<file path="src/design/cxp_pkg.sv">
package cxp_pkg;

  // transfer kinds between core and coprocessor
  typedef enum logic [2:0] {
    CXP_OP_LOAD_WORD,
    CXP_OP_LOAD_DOUBLE,
    CXP_OP_STORE_WORD,
    CXP_OP_STORE_DOUBLE,
    CXP_OP_FUNCTION
  } cxp_op_t;

  // field widths
  localparam int unsigned CXP_UNIT_W = 2;
  localparam int unsigned CXP_REG_W  = 5;
  localparam int unsigned CXP_FUN_W  = 25;
  localparam int unsigned CXP_DATA_W = 64;
  localparam int unsigned CXP_LANES  = 8;

  // access size code is byte count minus one
  localparam logic [2:0] CXP_SIZE_BYTE   = 3'h0;
  localparam logic [2:0] CXP_SIZE_HALF   = 3'h1;
  localparam logic [2:0] CXP_SIZE_TRIPLE = 3'h2;
  localparam logic [2:0] CXP_SIZE_WORD   = 3'h3;
  localparam logic [2:0] CXP_SIZE_QUINT  = 3'h4;
  localparam logic [2:0] CXP_SIZE_SEXT   = 3'h5;
  localparam logic [2:0] CXP_SIZE_SEPT   = 3'h6;
  localparam logic [2:0] CXP_SIZE_DOUBLE = 3'h7;

  // last lane of the memory element on each core width
  localparam logic [3:0] CXP_ELEM_LAST_32 = 4'h3;
  localparam logic [3:0] CXP_ELEM_LAST_64 = 4'h7;

  // unit excluded from register exchanges
  localparam logic [CXP_UNIT_W-1:0] CXP_SYS_UNIT = 2'h0;

  // reset values, and the count at which the buffer is full
  localparam logic [CXP_DATA_W-1:0] CXP_DATA_RST = 64'h0;
  localparam logic [CXP_LANES-1:0]  CXP_MASK_RST = 8'h0;
  localparam logic [1:0]            CXP_CNT_RST  = 2'h0;
  localparam logic [1:0]            CXP_CNT_FULL = 2'h2;

  // request from the core load/store path
  typedef struct packed {
    cxp_op_t                 op;
    logic [CXP_UNIT_W-1:0]   unit;
    logic [CXP_REG_W-1:0]    target_reg_specifier;
    logic [CXP_FUN_W-1:0]    func;
    logic [2:0]              addr_lo;
    logic                    big_endian;
    logic                    core_is_32;
    logic [CXP_DATA_W-1:0]   memory_element;
  } cxp_req_t;

  // transfer strobed to a coprocessor
  typedef struct packed {
    cxp_op_t                 op;
    logic [CXP_UNIT_W-1:0]   unit;
    logic [CXP_REG_W-1:0]    target_reg_specifier;
    logic [CXP_FUN_W-1:0]    func;
    logic [CXP_DATA_W-1:0]   data;
  } cxp_xfer_t;

  localparam int unsigned CXP_XFER_W = $bits(cxp_xfer_t);

endpackage

</file>
<file path="src/design/cxp_skid_buf.sv">
`timescale 1ns/1ns
module cxp_skid_buf #(
  parameter int unsigned WIDTH = 8
) (
  // clock and reset
  input  wire logic             clk_sys,
  input  wire logic             rst,
  // filling side
  input  wire logic             in_valid,
  output logic                  in_ready,
  input  wire logic [WIDTH-1:0] in_data,
  // draining side
  output logic                  out_valid,
  input  wire logic             out_ready,
  output logic [WIDTH-1:0]      out_data
);
  import cxp_pkg::*;

  logic [1:0]       cnt;
  logic [1:0]       next_cnt;
  logic [WIDTH-1:0] tail;
  logic [WIDTH-1:0] next_head;
  logic [WIDTH-1:0] next_tail;
  logic             push;
  logic             pop;

  // head always holds the oldest word so the output is a plain flop
  always_comb begin
    push      = in_valid && in_ready;
    pop       = out_valid && out_ready;
    next_cnt  = cnt;
    next_head = out_data;
    next_tail = tail;
    case ({push, pop})
      2'b10: begin
        next_cnt = cnt + 2'h1;
        if (cnt == CXP_CNT_RST) begin
          next_head = in_data;
        end else begin
          next_tail = in_data;
        end
      end
      2'b01: begin
        next_cnt  = cnt - 2'h1;
        next_head = tail;
      end
      2'b11: begin
        if (cnt == 2'h1) begin
          next_head = in_data;
        end else begin
          next_head = tail;
          next_tail = in_data;
        end
      end
      default: begin
        next_cnt = cnt;
      end
    endcase
  end

  // ready and valid are registered, full and empty follow the count
  always_ff @(posedge clk_sys) begin
    if (rst) begin
      cnt       <= CXP_CNT_RST;
      in_ready  <= 1'b0;
      out_valid <= 1'b0;
      out_data  <= '0;
      tail      <= '0;
    end else begin
      cnt       <= next_cnt;
      in_ready  <= (next_cnt != CXP_CNT_FULL);
      out_valid <= (next_cnt != CXP_CNT_RST);
      out_data  <= next_head;
      tail      <= next_tail;
    end
  end

endmodule

</file>
<file path="src/design/cxp_port.sv">
`timescale 1ns/1ns
module cxp_port (
  // clock and reset
  input  wire logic                          clk_sys,
  input  wire logic                          rst,
  // core request
  input  wire logic                          req_valid,
  input  wire cxp_pkg::cxp_req_t             req,
  output logic                               req_ready,
  output logic                               req_error,
  // coprocessor transfer
  output logic                               cop_valid,
  input  wire logic                          cop_ready,
  output cxp_pkg::cxp_xfer_t                 cop_xfer,
  // coprocessor store data
  input  wire logic                          cop_st_valid,
  input  wire logic [cxp_pkg::CXP_DATA_W-1:0] cop_st_data,
  // memory store
  output logic                               mem_st_valid,
  output logic [cxp_pkg::CXP_DATA_W-1:0]     mem_st_data,
  output logic [cxp_pkg::CXP_LANES-1:0]      mem_st_mask
);
  import cxp_pkg::*;

  typedef enum {
    CXP_S_IDLE,
    CXP_S_PUSH,
    CXP_S_WAIT
  } cxp_state_t;

  // sequencer state and the transfer it holds for the buffer
  cxp_state_t                state;
  cxp_state_t                next_state;
  cxp_xfer_t                 hold;
  cxp_xfer_t                 next_hold;

  // lane placement kept for the store data that comes back later
  logic [2:0]                low_lane;
  logic [2:0]                next_low_lane;
  logic [CXP_LANES-1:0]      lane_mask;
  logic [CXP_LANES-1:0]      next_lane_mask;

  // next values of the registered outputs
  logic                      next_req_ready;
  logic                      next_req_error;
  logic                      next_st_valid;
  logic [CXP_DATA_W-1:0]     next_st_data;
  logic [CXP_LANES-1:0]      next_st_mask;

  // buffer handshake on the filling side
  logic                      buf_in_valid;
  logic                      buf_in_ready;

  // request decode, all combinational from the request word and the request handshake, except st_shift, which takes the store data the unit returns
  logic                      take;
  logic                      is_xfer;
  logic                      is_store;
  logic                      refuse;
  logic [2:0]                size_code;
  logic [1:0]                addr_used_32;
  logic [3:0]                elem_last;
  logic [3:0]                first_byte;
  logic [3:0]                last_byte;
  logic [3:0]                lo_idx;
  logic                      overrun;
  logic [CXP_LANES-1:0]      req_lanes;
  logic [CXP_DATA_W-1:0]     ld_data;
  logic [CXP_DATA_W-1:0]     st_shift;

  // lane decode: lane i active when lo_idx <= i <= lo_idx + size
  // the element bound drops lanes that a 32-bit core does not have
  genvar lane;
  generate
    for (lane = 0; lane < CXP_LANES; lane++) begin : g_lane
      assign req_lanes[lane] = (4'(lane) >= lo_idx)
                               && (4'(lane) <= lo_idx + {1'b0, size_code})
                               && (4'(lane) <= elem_last);
    end
  endgenerate

  // request decode and lane placement
  // sizes follow the op: word ops move four bytes, double ops eight
  always_comb begin
    is_xfer   = (req.op != CXP_OP_FUNCTION);
    is_store  = (req.op == CXP_OP_STORE_WORD) || (req.op == CXP_OP_STORE_DOUBLE);
    size_code = ((req.op == CXP_OP_LOAD_WORD) || (req.op == CXP_OP_STORE_WORD))
                ? CXP_SIZE_WORD : CXP_SIZE_DOUBLE;
    addr_used_32 = req.addr_lo[1:0];
    elem_last  = req.core_is_32 ? CXP_ELEM_LAST_32 : CXP_ELEM_LAST_64;
    // 32-bit cores look only at two address bits
    first_byte = req.core_is_32 ? {2'h0, addr_used_32} : {1'b0, req.addr_lo};
    last_byte  = first_byte + {1'b0, size_code};
    overrun    = (last_byte > elem_last);
    // a transfer past the element end is refused rather than split,
    // so one request never needs two elements; unit zero is refused too
    refuse     = is_xfer && ((req.unit == CXP_SYS_UNIT) || overrun);
    // lowest address lands on the msb lane when big-endian:
    // byte address a sits on lane elem_last - a, so the object
    // spans lanes elem_last - last_byte up to elem_last - first_byte
    lo_idx     = req.big_endian ? (elem_last - last_byte) : first_byte;
    ld_data    = req.memory_element >> {lo_idx[2:0], 3'h0};
    if (size_code == CXP_SIZE_WORD) begin
      ld_data = {32'h0, ld_data[31:0]};
    end
  end

  // sequencing: one transfer at a time; a store waits for its data
  // only one request is ever outstanding, so one lane record suffices
  always_comb begin
    take           = req_valid && req_ready;
    next_state     = state;
    next_hold      = hold;
    next_low_lane  = low_lane;
    next_lane_mask = lane_mask;
    next_req_error = 1'b0;
    next_st_valid  = 1'b0;
    next_st_data   = mem_st_data;
    next_st_mask   = mem_st_mask;
    st_shift       = '0;
    case (state)
      CXP_S_IDLE: begin
        if (take) begin
          if (refuse) begin
            next_req_error = 1'b1;
          end else begin
            // latch the whole transfer now; the request may change once taken
            next_hold.op                   = req.op;
            next_hold.unit                 = req.unit;
            next_hold.target_reg_specifier = req.target_reg_specifier;
            next_hold.func                 = req.func;
            // only loads carry memory data; stores and functions send zero
            next_hold.data                 = (is_xfer && !is_store) ? ld_data : CXP_DATA_RST;
            next_low_lane                  = lo_idx[2:0];
            next_lane_mask                 = req_lanes;
            next_state                     = CXP_S_PUSH;
          end
        end
      end
      CXP_S_PUSH: begin
        // hold stays put until the buffer has room
        if (buf_in_ready) begin
          next_state = ((hold.op == CXP_OP_STORE_WORD) || (hold.op == CXP_OP_STORE_DOUBLE))
                       ? CXP_S_WAIT : CXP_S_IDLE;
        end
      end
      CXP_S_WAIT: begin
        // store data seen outside this state is dropped, since nothing
        // is pending then and a stray pulse must not reach memory
        if (cop_st_valid) begin
          // word stores use only the low word the unit returns
          st_shift = (hold.op == CXP_OP_STORE_WORD) ? {32'h0, cop_st_data[31:0]} : cop_st_data;
          next_st_data  = st_shift << {low_lane, 3'h0};
          next_st_mask  = lane_mask;
          next_st_valid = 1'b1;
          next_state    = CXP_S_IDLE;
        end
      end
      default: begin
        next_state = CXP_S_IDLE;
      end
    endcase
    // a refused request also drops ready for one cycle, so every take
    // is followed by a not-ready cycle whatever its outcome
    next_req_ready = (next_state == CXP_S_IDLE) && !next_req_error;
  end

  // state registers
  // only registering here; every next value is formed above
  always_ff @(posedge clk_sys) begin
    if (rst) begin
      state        <= CXP_S_IDLE;
      hold         <= '0;
      low_lane     <= 3'h0;
      lane_mask    <= CXP_MASK_RST;
      req_ready    <= 1'b0;
      req_error    <= 1'b0;
      mem_st_valid <= 1'b0;
      mem_st_data  <= CXP_DATA_RST;
      mem_st_mask  <= CXP_MASK_RST;
    end else begin
      state        <= next_state;
      hold         <= next_hold;
      low_lane     <= next_low_lane;
      lane_mask    <= next_lane_mask;
      req_ready    <= next_req_ready;
      req_error    <= next_req_error;
      mem_st_valid <= next_st_valid;
      mem_st_data  <= next_st_data;
      mem_st_mask  <= next_st_mask;
    end
  end

  // the held transfer is offered for as long as the sequencer sits in push
  assign buf_in_valid = (state == CXP_S_PUSH);

  // two-entry buffer so a stalled coprocessor loses no transfer
  // only one word is offered per request, so the second entry is slack
  // that lets the registered ready lag by a cycle without a bubble
  cxp_skid_buf #(
    .WIDTH (CXP_XFER_W)
  ) u_buf (
    .clk_sys   (clk_sys),
    .rst       (rst),
    .in_valid  (buf_in_valid),
    .in_ready  (buf_in_ready),
    .in_data   (hold),
    .out_valid (cop_valid),
    .out_ready (cop_ready),
    .out_data  (cop_xfer)
  );

endmodule

</file>
<file path="config.mk">
export PLATFORM = sky130hd
export DESIGN_NAME = cxp_port
export DESIGN_NICKNAME = d
export VERILOG_FILES = /design/src/design/cxp_pkg.sv /design/src/design/cxp_skid_buf.sv /design/src/design/cxp_port.sv
export SDC_FILE = /design/constraint.sdc
export NUM_CORES = 1
export LEC_CHECK = 0
export BUFFER_PORTS_ARGS = -buffer_cell sky130_fd_sc_hd__buf_2
export CELL_PAD_IN_SITES_DETAIL_PLACEMENT = 1
export CELL_PAD_IN_SITES_GLOBAL_PLACEMENT = 2
export CORE_MARGIN = 1
export CORE_UTILIZATION = 32
export DETAILED_ROUTE_END_ITERATION = 12
export GPL_TIMING_DRIVEN = 0
export PLACE_DENSITY = 0.83
export SYNTH_ARGS = -nofsm -noshare
export SYNTH_HDL_FRONTEND = slang
export SYNTH_SLANG_ARGS = --single-unit
export TNS_END_PERCENT = 50
</file>
<file path="constraint.sdc">
create_clock -name clk_sys -period 3.34 [get_ports clk_sys]
set_input_delay 0.167 -clock clk_sys [delete_from_list [all_inputs] [get_ports clk_sys]]
set_output_delay 0.167 -clock clk_sys [all_outputs]
set_load 0.02 [all_outputs]
</file>
==> flow_summary.ini <==
[status]
outcome = finished clean

[pwr]
net-switching-power_uw = 2870
finalPower_uw = 11500
seqPwrFrac_pct = 43.7
p_int_uw = 8630
static-leakage-power_uw = 0.00884
power.switching_fraction_pct = 25.0
pwr-share-clk_pct = 47.8
power_density_mw_per_mm2 = 496
power.combinational.fraction_pct = 8.5
vdd_ir_drop_max_mv = 0.386

[global_routing]
global_route.overflow_total = 0
grt_use_total_pct = 27.0
first_global_vias = 19052
grt_max_degree = 20
grt_max_usage_layer = met2
grt.met1_usage_pct = 36.2
antenna_found_initial = 7
grt_util_met2_pct = 44.7
grt_pass1_wl_um = 117000
groute.layer.met3.usage_pct = 3.26

[timing]
tightest_slew_ps = 1300
setup_repair_after_global_routing_missed_its_margin = yes
period_needed_ps = 3280
timing_hold_violations_final = 0
fmaxAchievable_mhz = 304
report.final.slew_viol_count = 0
timing.max_slew.rel_slack_pct = 13.4
timing.final.crit_share_pct = 98.3
setup_viol = 0
timing.clock.skew_ps = 25.3

[critical_path]
critical_path.most_common_cell = sky130_fd_sc_hd__buf_4
arrival_time_reported_for_the_critical_path_endpoint_ps = 3790
timing.critical_path.fanout_max = 10
rr_worst_depth = 12
cp-start-kind = flip-flop
cp.required_ps = 3850
worst_stage_delay_on_the_critical_path_ps = 450
timing_worst_setup_path_type = reg2reg
critPathSlowestCell = sky130_fd_sc_hd__or3_1
path_cells = nor4_2 -> nand4_1 -> or3_1 -> inv_1 -> ha_1 -> a21oi_1 -> nor2_4 -> buf_4 -> buf_4 -> clkbuf_1 -> a221oi_1 -> nor3_1
worst_setup_path_end_kind = flip-flop

[floorplanning]
coreArea_mm2 = 0.0553
floorplan.die.width_um = 239
initial_core_util_pct = 32.6
die-height_um = 239
die_footprint_mm2 = 0.0572
floorplan.io_pins = 348
core_rows = 86

[placed_design]
gp_congestion = 0.959
cell_count_after_placement = 3322
io_buffers = 346
post-dp-hpwl_um = 60800
placement.cell_area_mm2 = 0.0208

[synth]
netlist_instances = 2198
synth_enable_flop_cells = 0
yosys_warnings = 0
most_common_flop_cell_mapped_by_yosys = sky130_fd_sc_hd__dfxtp_1
synth.avg_cell_area_um2 = 8.20
netlist-cell-type-count = 51
async_flop_share_pct = 0
seq_area_frac_synth_pct = 46.6
netlist_area_before_placement_mm2 = 0.0180
synth-seq-cells = 419

[routing]
routed_wire_length_per_instance_um = 22.9
dr.pass1.iters = 5
route.final.wire_length_um = 79300
routed_via_density = 5.41
detailroute.via_count = 18728
drt_first_iter_violations = 1226
drt.antenna.violating_nets = 0
post-route-drc-count = 0

[clocking]
cts-root-to-sink-buffers = 3
clock_tree.root_cell = sky130_fd_sc_hd__clkbuf_16
numClockSinks = 419
tritoncts = yes
cts_inserted_buffers = 47
clk_pin_slew_worst_paths_ps = 60
worst_skew_pair.late_latency_ps = 610
htreeDepth = 2

[flow_run]
timing.max_cap.violations = 0

[final_layout]
fin_area_mm2 = 0.0232
final_layout_size_suffix_gt1_share_pct = 20.3
seqCellArea_mm2 = 0.00839
multi_input_comb_area_mm2 = 0.00895
final_non_filler_cells = 3464
area_growth_pct = 28.5
n_fill_cell = 6823
nNetsFinal = 2862

[hold_path]
hold_class = in2reg
whs_path_cells = 5
## flip-flops by register name (all words and copies together), names as in the netlist, 2 cells and up
| name | cells |
|---|---|
| u_buf.out_data | 99 |
| hold | 99 |
| u_buf.cnt | 2 |
| mem_st_data | 64 |
| lane_mask | 8 |
| mem_st_mask | 8 |
| u_buf.tail | 99 |
| state | 32 |
| low_lane | 3 |
## layer usage
metal  wire [um]  share of wire (%)  vias to the layer above
met5          26              0.033                        -
met4        2530                3.2                        4
met3        4190                5.3                      137
met2       37300                 47                      616
met1       35200                 44                     9232
li1            -                  -                     8739
## worst max-delay path, delay by kind of cell (launching register included)
| kind | cells | cell delay (ps) |
|---|---|---|
| adders and majority gates | 1 | 250 |
| AOI/OAI and AO/OA | 2 | 370 |
| and+or+nand+nor | 5 | 1370 |
| buffers and inverters | 4 | 900 |
| DFF | 1 | 310 |
## placed cells by master (no fill, tap or decap), drive strengths merged, types with 25 or more instances in the layout
cell / n
a211oi: 33
a21oi: 296
a221oi: 99
buf: 394
clkbuf: 219
conb: 30
dfxtp: 419
dlygate4sd3: 55
mux2: 42
mux2i: 75
nand2: 416
nand3: 71
nor2: 164
nor3: 129
o21ai: 25
o2bb2ai: 32
## stage by stage
step	worst slack [ps]	TNS [ps]	hold WS (ps)	utilization, %
CTS	1.10	0	9.49	41.8
global placement	-973	-172080	417	37.6
floorplan	361	0	303	-
global route	-79.7	-777	39.9	41.9
detailed placement	-1030	-146150	420	37.6
finish	55.5	0	45.7	41.9
## logic make-up (layout without fill, tap and decap cells)
group	after synthesis	in the layout	synth area share, %
AOI/OAI and AO/OA	577	577	20.4
xor gates and xnor gates	3	3	0.146
adders and majority gates	11	11	0.764
buffers and inverters	216	701	4.74
DFF	419	419	46.6
muxes	117	117	6.79
other	1	34	0.0208
and+or+nand+nor	854	854	20.6
## final cells by class
| class | instances | area share (%) |
|---|---|---|
| plain buffers | 197 | 3.57 |
| diodes | 4 | 0.0432 |
| multi-input cells | 1592 | 38.7 |
| inverters | 13 | 0.211 |
| flip-flops and latches | 419 | 36.2 |
| clock buffers | 63 | 5.73 |
| well taps | 748 | 4.04 |
| clock inverters | 20 | 1.31 |
| repair buffers | 408 | 10.2 |
## synth_stat cells (3+ instances only)
library cell / n / share of area [%]
sky130_fd_sc_hd__clkbuf_1: 162 / 3.4
sky130_fd_sc_hd__mux2i_1: 75 / 4.2
sky130_fd_sc_hd__dfxtp_1: 419 / 47
sky130_fd_sc_hd__o31ai_1: 8 / 0.33
sky130_fd_sc_hd__or3_1: 22 / 0.76
sky130_fd_sc_hd__ha_1: 11 / 0.76
sky130_fd_sc_hd__nor4_1: 4 / 0.14
sky130_fd_sc_hd__and2_1: 3 / 0.10
sky130_fd_sc_hd__nor4_2: 5 / 0.35
sky130_fd_sc_hd__mux2_2: 42 / 2.6
sky130_fd_sc_hd__nor3b_1: 3 / 0.13
sky130_fd_sc_hd__a211o_1: 9 / 0.44
sky130_fd_sc_hd__nand3b_1: 10 / 0.42
sky130_fd_sc_hd__nor3_1: 129 / 3.6
sky130_fd_sc_hd__xnor2_1: 3 / 0.15
sky130_fd_sc_hd__nand2b_1: 10 / 0.35
sky130_fd_sc_hd__a31oi_1: 20 / 0.69
sky130_fd_sc_hd__and3_1: 4 / 0.14
sky130_fd_sc_hd__buf_1: 13 / 0.27
sky130_fd_sc_hd__o21ai_0: 24 / 0.67
sky130_fd_sc_hd__inv_1: 13 / 0.27
sky130_fd_sc_hd__buf_2: 26 / 0.72
sky130_fd_sc_hd__a211oi_1: 33 / 1.4
sky130_fd_sc_hd__o22ai_1: 24 / 0.83
sky130_fd_sc_hd__nand3_1: 71 / 2.0
sky130_fd_sc_hd__nor2b_1: 3 / 0.10
sky130_fd_sc_hd__o2bb2ai_1: 32 / 1.6
sky130_fd_sc_hd__nor2_1: 164 / 3.4
sky130_fd_sc_hd__nand4_1: 3 / 0.10
sky130_fd_sc_hd__a21oi_1: 296 / 8.2
sky130_fd_sc_hd__o21a_1: 11 / 0.46
sky130_fd_sc_hd__a221oi_1: 99 / 4.8
sky130_fd_sc_hd__a22oi_1: 8 / 0.33
sky130_fd_sc_hd__nand2_1: 416 / 8.7
## worst paths after layout
path                                           to  slack, ps                         start
hold reg to reg      mem_st_data[26]$_SDFFE_PP0P_        450  mem_st_data[26]$_SDFFE_PP0P_
setup reg to reg  u_buf.out_data[63]$_SDFFE_PP0P_         60          state[30]$_SDFF_PP0_
hold / removal               hold[6]$_SDFFE_PP0P_         50                        req[6]
setup / recovery  u_buf.out_data[63]$_SDFFE_PP0P_         60          state[30]$_SDFF_PP0_
## power groups by stage
stage,sequential [uW],combinational (uW),clock [uW]
6_report,5030,978,5490
5_1_grt,5030,1030,5810
4_1_cts,5030,954,5610
3_5_place_dp,5140,895,0
3_3_place_gp,5140,892,0
2_1_floorplan,5140,465,0
## what timing repair did
action / 4_1_cts / 5_1_grt
setup buffers: 6 / 0
endpoints found under the setup margin: 300 / 278
gates resized for setup: 19 / 50
endpoints found under the hold margin: 71 / 0
hold buffers: 55 / 0
pin swaps: 1 / 0
No activity file was read; power rests on OpenSTA's default activity.
